==> src/power_loss_pkg.sv <==
// constants, policy codes and controller states for the power-loss recovery logic
// assumes one 250 MHz clock that keeps running from the standby rail
package power_loss_pkg;

  // timing
  localparam longint unsigned CLK_HZ            = 64'd250_000_000;
  localparam longint unsigned WINDOW_S          = 64'd30;
  localparam longint unsigned WINDOW_CYCLES_DEF = WINDOW_S * CLK_HZ;
  localparam int              CNT_W             = 33;
  // cycles spent loading so the pin synchronisers hold real levels before deciding
  localparam int              LOAD_CYCLES       = 2;

  // policy codes; code 3 is unused and behaves as remain-off
  localparam logic [1:0] POL_TURN_ON    = 2'h0;
  localparam logic [1:0] POL_REMAIN_OFF = 2'h1;
  localparam logic [1:0] POL_LAST_STATE = 2'h2;
  localparam logic [1:0] POL_RST        = 2'h1;

  // synchroniser lanes
  localparam int SYNC_W       = 3;
  localparam int SYNC_STANDBY = 0;
  localparam int SYNC_SYS_ON  = 1;
  localparam int SYNC_ATX     = 2;

  typedef enum logic [2:0] {
    st_load,
    st_decide,
    st_off,
    st_on,
    st_window,
    st_loss
  } state_e;

endpackage

==> src/power_loss_recovery_control.sv <==
// power-loss recovery controller of the board management controller
// assumes i_rst is applied whenever the standby rail comes back and the clock starts;
// the non-volatile store outside keeps o_nv_* across total power loss
`timescale 1ns/100ps
module power_loss_recovery_control #(
  parameter logic [power_loss_pkg::CNT_W-1:0] WINDOW_CYCLES =
    power_loss_pkg::CNT_W'(power_loss_pkg::WINDOW_CYCLES_DEF)
) (
  input  wire logic       i_sys_clk,
  input  wire logic       i_rst,
  input  wire logic       i_standby_ok,
  input  wire logic       i_system_on,
  input  wire logic       i_atx_supply,
  input  wire logic       i_policy_wr,
  input  wire logic [1:0] i_policy_sel,
  input  wire logic [1:0] i_nv_policy,
  input  wire logic       i_nv_last_on,
  input  wire logic       i_nv_pending,
  output logic            o_pwr_on_req,
  output logic            o_ac_loss,
  output logic            o_proper_off,
  output logic            o_window_active,
  output logic            o_nv_wr,
  output logic      [1:0] o_nv_policy,
  output logic            o_nv_last_on,
  output logic            o_nv_pending
);
  import power_loss_pkg::*;

  typedef struct packed {
    state_e           st;
    logic [CNT_W-1:0] cnt;
    logic [1:0]       policy;
    logic             last_on;
    logic             pending;
    logic             ac_loss;
    logic             proper_off;
    logic             pwr_req;
    logic             nv_wr;
  } ctl_s;

  ctl_s r_ff;
  ctl_s nxt_r;

  logic [SYNC_W-1:0] sync_q;
  logic              standby_s;
  logic              sys_on_s;
  logic              atx_s;

  // pins cross into the clock domain before any decision looks at them
  input_sync u_sync (
    .i_sys_clk (i_sys_clk),
    .i_rst     (i_rst),
    .i_async   ({i_atx_supply, i_system_on, i_standby_ok}),
    .o_sync    (sync_q)
  );

  assign standby_s = sync_q[SYNC_STANDBY];
  assign sys_on_s  = sync_q[SYNC_SYS_ON];
  assign atx_s     = sync_q[SYNC_ATX];

  // power-up decision from the stored policy and remembered state
  function automatic logic want_on(input logic [1:0] pol, input logic pend,
                                   input logic last);
    if (pol == POL_TURN_ON) begin
      want_on = 1'b1;
    end else if (pol == POL_LAST_STATE) begin
      want_on = pend & last;
    end else begin
      want_on = 1'b0;
    end
  endfunction

  // next-state logic of the whole controller
  always_comb begin
    nxt_r         = r_ff;
    nxt_r.pwr_req = 1'b0;
    case (r_ff.st)
      st_load: begin
        // the synchronisers are cleared by reset; deciding earlier would see no supply rail
        if (r_ff.cnt == CNT_W'(LOAD_CYCLES - 1)) begin
          // stored copy is taken after reset release, never under reset
          nxt_r.policy  = i_nv_policy;
          nxt_r.last_on = i_nv_last_on;
          nxt_r.pending = i_nv_pending;
          nxt_r.cnt     = '0;
          nxt_r.st      = st_decide;
        end else begin
          nxt_r.cnt = r_ff.cnt + CNT_W'(1);
        end
      end
      st_decide: begin
        nxt_r.ac_loss = r_ff.pending;
        if (atx_s) begin
          nxt_r.pwr_req = want_on(r_ff.policy, r_ff.pending, r_ff.last_on);
        end
        nxt_r.st = st_off;
      end
      st_on: begin
        // a standby loss seen no later than the main rail drop counts as an AC loss with last state on
        nxt_r.last_on    = 1'b1;
        nxt_r.pending    = 1'b1;
        nxt_r.ac_loss    = 1'b0;
        nxt_r.proper_off = 1'b0;
        if (!standby_s) begin
          // rail gone while running: an AC loss that keeps last state on;
          // limitation: a main rail that drops a clock ahead of standby reads as shutdown
          nxt_r.ac_loss = 1'b1;
          nxt_r.st      = st_loss;
        end else if (!sys_on_s) begin
          // remembering off at once avoids a false on after an early loss
          nxt_r.last_on = 1'b0;
          if (r_ff.policy == POL_LAST_STATE) begin
            nxt_r.cnt = '0;
            nxt_r.st  = st_window;
          end else begin
            nxt_r.pending = 1'b0;
            nxt_r.st      = st_off;
          end
        end
      end
      st_window: begin
        if (!standby_s) begin
          nxt_r.ac_loss = 1'b1;
          nxt_r.st      = st_loss;
        end else if (sys_on_s) begin
          nxt_r.st = st_on;
        end else if (r_ff.cnt == WINDOW_CYCLES - CNT_W'(1)) begin
          nxt_r.pending    = 1'b0;
          nxt_r.proper_off = 1'b1;
          nxt_r.st         = st_off;
        end else begin
          nxt_r.cnt = r_ff.cnt + CNT_W'(1);
        end
      end
      st_off: begin
        // standby watched here and in the window with no gap
        if (!standby_s) begin
          nxt_r.st = st_loss;
        end else if (sys_on_s) begin
          nxt_r.st = st_on;
        end
      end
      st_loss: begin
        // standby dipped but the controller survived: decide again on return
        if (standby_s) begin
          nxt_r.st = st_decide;
        end
      end
      default: begin
        nxt_r.st = st_load;
      end
    endcase
    if (i_policy_wr && r_ff.st != st_load) begin
      nxt_r.policy = i_policy_sel;
    end
    // store is written only on change to spare its endurance
    nxt_r.nv_wr = (r_ff.st != st_load) && (nxt_r.st != st_decide || r_ff.st != st_load) &&
                  ((nxt_r.policy != r_ff.policy) || (nxt_r.last_on != r_ff.last_on) ||
                   (nxt_r.pending != r_ff.pending));
  end

  always_ff @(posedge i_sys_clk) begin
    if (i_rst) begin
      r_ff            <= '0;
      r_ff.st         <= st_load;
      r_ff.policy     <= POL_RST;
    end else begin
      r_ff <= nxt_r;
    end
  end

  assign o_pwr_on_req    = r_ff.pwr_req;
  assign o_ac_loss       = r_ff.ac_loss;
  assign o_proper_off    = r_ff.proper_off;
  assign o_window_active = (r_ff.st == st_window);
  assign o_nv_wr         = r_ff.nv_wr;
  assign o_nv_policy     = r_ff.policy;
  assign o_nv_last_on    = r_ff.last_on;
  assign o_nv_pending    = r_ff.pending;
endmodule // power_loss_recovery_control

==> src/input_sync.sv <==
// two-stage synchroniser for the pin inputs of the recovery controller
// assumes inputs arrive asynchronously to i_sys_clk
`timescale 1ns/100ps
module input_sync (
  input  wire logic                             i_sys_clk,
  input  wire logic                             i_rst,
  input  wire logic [power_loss_pkg::SYNC_W-1:0] i_async,
  output logic      [power_loss_pkg::SYNC_W-1:0] o_sync
);
  import power_loss_pkg::*;

  typedef struct packed {
    logic [SYNC_W-1:0] meta;
    logic [SYNC_W-1:0] q;
  } sync_s;

  sync_s r_ff;
  sync_s nxt_r;

  // meta is read only by the second stage
  always_comb begin
    nxt_r      = r_ff;
    nxt_r.meta = i_async;
    nxt_r.q    = r_ff.meta;
  end

  always_ff @(posedge i_sys_clk) begin
    if (i_rst) begin
      r_ff <= '0;
    end else begin
      r_ff <= nxt_r;
    end
  end

  assign o_sync = r_ff.q;
endmodule // input_sync

==> config.mk <==
export PLATFORM = sky130hd
export DESIGN_NAME = power_loss_recovery_control
export DESIGN_NICKNAME = d
export VERILOG_FILES = /design/src/power_loss_pkg.sv /design/src/power_loss_recovery_control.sv /design/src/input_sync.sv
export SDC_FILE = /design/constraint.sdc
export NUM_CORES = 1
export LEC_CHECK = 0
export ABC_AREA = 1
export BUFFER_PORTS_ARGS = -buffer_cell sky130_fd_sc_hd__buf_4
export CORE_MARGIN = 1.5
export CORE_UTILIZATION = 50
export CTS_BUF_LIST = sky130_fd_sc_hd__clkbuf_4 sky130_fd_sc_hd__clkbuf_8 sky130_fd_sc_hd__clkbuf_16
export CTS_CLUSTER_SIZE = 16
export DETAILED_ROUTE_END_ITERATION = 7
export GPL_TIMING_DRIVEN = 0
export HOLD_SLACK_MARGIN = 0.03
export PLACE_DENSITY = 0.7
export REMOVE_ABC_BUFFERS = 1
export SYNTH_ARGS = -nofsm -noshare
export SYNTH_HDL_FRONTEND = slang
export SYNTH_SLANG_ARGS = --single-unit
==> constraint.sdc <==
create_clock -name i_sys_clk -period 1.8 [get_ports i_sys_clk]
set_input_delay 0.54 -clock i_sys_clk [delete_from_list [all_inputs] [get_ports i_sys_clk]]
set_output_delay 0.54 -clock i_sys_clk [all_outputs]
set_load 0.1 [all_outputs]
==> run metrics <==
number of placement rows 29; io pins 21; Total Wirelength 10800 um; Max Fanout on Critical Path 5; switching power 2.600 mW; total of max-cap violations 0; CP required 2.02 ns; cts hold-fix bufs 0; H-tree depth 2; largest net degree at the start of global routing 29; power per cell area ~1200 mW/mm2; P_int approximately 2.8 mW; crit share post-route 106.9%; Final Power approximately 5.5 mW; CP Launch Point r_ff[43]; Final Worst Setup Slack -0.1233 ns; Nets 615; Combinational Power Share roughly 60%; Iteration-0 DRC Markers 403; TritonCTS Buffers 5; highest clock rate between 500 and 600 MHz; initial antenna violation count 0; ys async rst share 0%; Final Hold Viols 0; multi-input logic area about 0.0024 mm2; CTS Sinks 50; reg-to-reg critical path startpoint r_ff[43]; Core Area between 0.006 and 0.007 mm2; leak pwr ~1.9 nW; DP Wirelength around 7000 um; GRT overflow 0; drt drc 1; fin crit period 1.923 ns; violated checks design-rule violations, negative setup slack; Worst VDD drop roughly 0.00088 V; number of synthesized flops with an enable pin 0; worst-skew pair later-pin latency approximately 0.32 ns; GRT Overall Usage 29.30%; Seq pwr share between 20% and 30%; Vias approximately 3.9k; first-pass GRT wire length between 15000 and 20000 um; register bit total from synthesis 50; CP endpoint kind flip-flop; flop2flop setup slack -0.12 ns; max_slew headroom 63.99%; critical path class flip-flop to flip-flop; post-synthesis sequential area ratio 29.52%; clock network power share between 10% and 20%; Hold Crit Class flip-flop to flip-flop; # setup viols final 18; routed len/inst approximately 16 um; critical path arrival 2.14 ns; RSZ-0062 raised after global routing yes; crit start category flip-flop; die height between 80 and 90 um; post-route ant nets 0; CTS tree yes; area growth from synthesis to layout 35.57%; starting density of the core 52.50%; Yosys Warn Count 0; number of global-route vias before repair approximately 3.5k; Netlist cell types 42; placed cells about 600; Hold Startpoint u_sync.nxt_r[0]; Layout Cells excl Fill 679; final setup skew ~0.0099 ns; Die Wd 85.35 um; Sw Share roughly 48%; vias per inst roughly 5.7; Synth Flop Type dfxtp_1; die area between 0.007 and 0.008 mm2; Final Max Slew Viols 0; gp weighted congestion just over 0.9; Worst-path clk slew about 0.11 ns; Port Buffers 20; status finished with violations; drt pass-1 iters 7; # diodes 0; worst slew pin tran approximately 0.54 ns; clk buf depth 2; syn_area_per_cell 6.279 um2; Reg area approximately 0.0011 mm2; layout cells sized above 1 35.05%; fill cell total of the finished layout about 530; Synth Cell Area 0.003391 mm2; synthesized instance count 540; CTS Root Cell clkbuf_8
==> layout make-up <==
| class | count | area share (%) |
|---|---|---|
| clock inverter | 3 | 1.062 |
| sequential | 50 | 23.14 |
| timing repair inverter | 1 | 0.3538 |
| inverter | 61 | 5.716 |
| timing repair buffer | 74 | 13.64 |
| clock buffer | 5 | 1.497 |
| tap | 77 | 2.096 |
| multi-input combinational | 408 | 52.50 |
==> logic make-up after synthesis <==
logic type / after synthesis / synth area share (%)
flip-flops: 50 / 29.52
XOR/XNOR: 10 / 2.583
AND/OR/NAND/NOR: 319 / 43.65
buffers and inverters: 83 / 10.77
AO/OA/AOI/OAI: 76 / 12.73
adder cells (fa/ha/maj): 2 / 0.7379
==> cell usage after synthesis, types with 2 or more instances <==
cell type / instances / area share [%]
nor2_2: 4 / 0.74
nand4_2: 3 / 1.1
a31oi_1: 3 / 0.55
inv_1: 57 / 6.3
inv_2: 3 / 0.33
nor3_2: 2 / 0.59
nand3b_1: 4 / 0.89
nand3_1: 40 / 5.9
nor3_4: 3 / 1.4
o2111ai_1: 4 / 1.0
a21oi_1: 43 / 6.3
clkbuf_1: 7 / 0.78
ha_1: 2 / 0.74
nand4_1: 16 / 3.0
o21a_1: 3 / 0.66
dfxtp_1: 50 / 30
nand2_1: 128 / 14
or2_2: 3 / 0.55
buf_2: 9 / 1.3
buf_6: 2 / 0.66
nor4_1: 4 / 0.74
o21ai_1: 2 / 0.30
nor3_1: 12 / 1.8
o21ai_0: 13 / 1.9
buf_4: 3 / 0.66
xnor2_1: 2 / 0.52
nor2_4: 2 / 0.66
nor2_1: 93 / 10
xor2_1: 8 / 2.1
nand2_4: 3 / 1.0
==> routing by layer <==
| layer | track usage, % | part of all wire, % |
|---|---|---|
| met1 | 40.49 | 43 |
| met2 | 47.98 | 48 |
| met3 | 4.086 | 7.4 |
| met4 | 8.065 | 1.6 |
| met5 | 0 | 0 |
==> path summary, 6_finish.rpt <==
check / endpoint / depth (start not counted)
max reg2reg: r_ff[12] / 11
min reg2reg: u_sync.o_sync[0] / 2
min: u_sync.o_sync[0] / 2
max: r_ff[12] / 11
==> worst max-delay path, cell delays in order (launching register included) <==
cell and delay, ns:
dfxtp_4 0.39, buf_6 0.12, nor3_4 0.23, nor2_4 0.07, nor3_4 0.34, buf_6 0.16, nand2_4 0.05, nand2_4 0.09
clkinvlp_4 0.12, buf_6 0.15, o21ai_1 0.06, a21oi_1 0.04
==> flip-flops by register name (all words and copies together), names as in the netlist <==
| register | cells |
|---|---|
| o_nv_last_on | 1 |
| o_pwr_on_req | 1 |
| o_nv_policy | 2 |
| u_sync.nxt_r | 3 |
| o_ac_loss | 1 |
| o_nv_wr | 1 |
| u_sync.o_sync | 3 |
| r_ff | 36 |
| o_nv_pending | 1 |
| o_proper_off | 1 |
==> what timing repair did <==
item                       4_1_cts  5_1_grt
gates resized for setup         68       94
gates cloned                     1        1
setup buffers                   32       22
setup endpoints to repair       41       42
pin swaps                       25       35
==> per-stage QoR <==
stage	util (%)	setup WS [ns]	TNS [ns]	hold WS, ns	instance area, um2
2_1_floorplan	-	-0.8384	-25.56	0.3883	3259
3_3_place_gp	54.28	-0.8411	-21.59	0.3893	3506
3_5_place_dp	54.28	-0.8677	-21.55	0.3928	3506
4_1_cts	63.89	-0.1449	-1.957	0.4009	4126
5_1_grt	71.17	-0.2074	-3.696	0.4052	4597
6_report	71.17	-0.1233	-1.474	0.3982	4597
==> power groups by stage <==
| stage | logic [mW] | registers [mW] | clock network (mW) |
|---|---|---|---|
| 2_1_floorplan | 1.13 | 1.64 | 0 |
| 3_3_place_gp | 1.88 | 1.34 | 0 |
| 3_5_place_dp | 1.89 | 1.35 | 0 |
| 4_1_cts | 2.56 | 1.34 | 0.873 |
| 5_1_grt | 3.44 | 1.35 | 0.921 |
| 6_report | 3.24 | 1.35 | 0.863 |
==> placed cells by master, fill, tap and decap left out, types with 4 or more instances in the layout <==
master    synthesis  final
nand2_1         128    111
nor2_1           93     73
buf_4             3     62
inv_1            57     51
a21oi_1          43     36
nand3_1          40     36
dfxtp_1          50     20
dfxtp_2           0     20
nand4_1          16     16
nand2_2           0     14
nor2_4            2     13
nor2_2            4     13
dfxtp_4           0     10
buf_6             2      9
xor2_1            8      8
inv_2             3      7
nor3_1           12      7
a21oi_2           0      7
nor3_4            3      6
o21ai_1           2      6
clkbuf_8          0      5
nand2_4           3      4
nand3b_1          4      4
o21ai_2           0      4
nor3_2            2      4
nand3_2           0      4
o21ai_0          13      4
No activity file was read; power rests on OpenSTA's default activity.
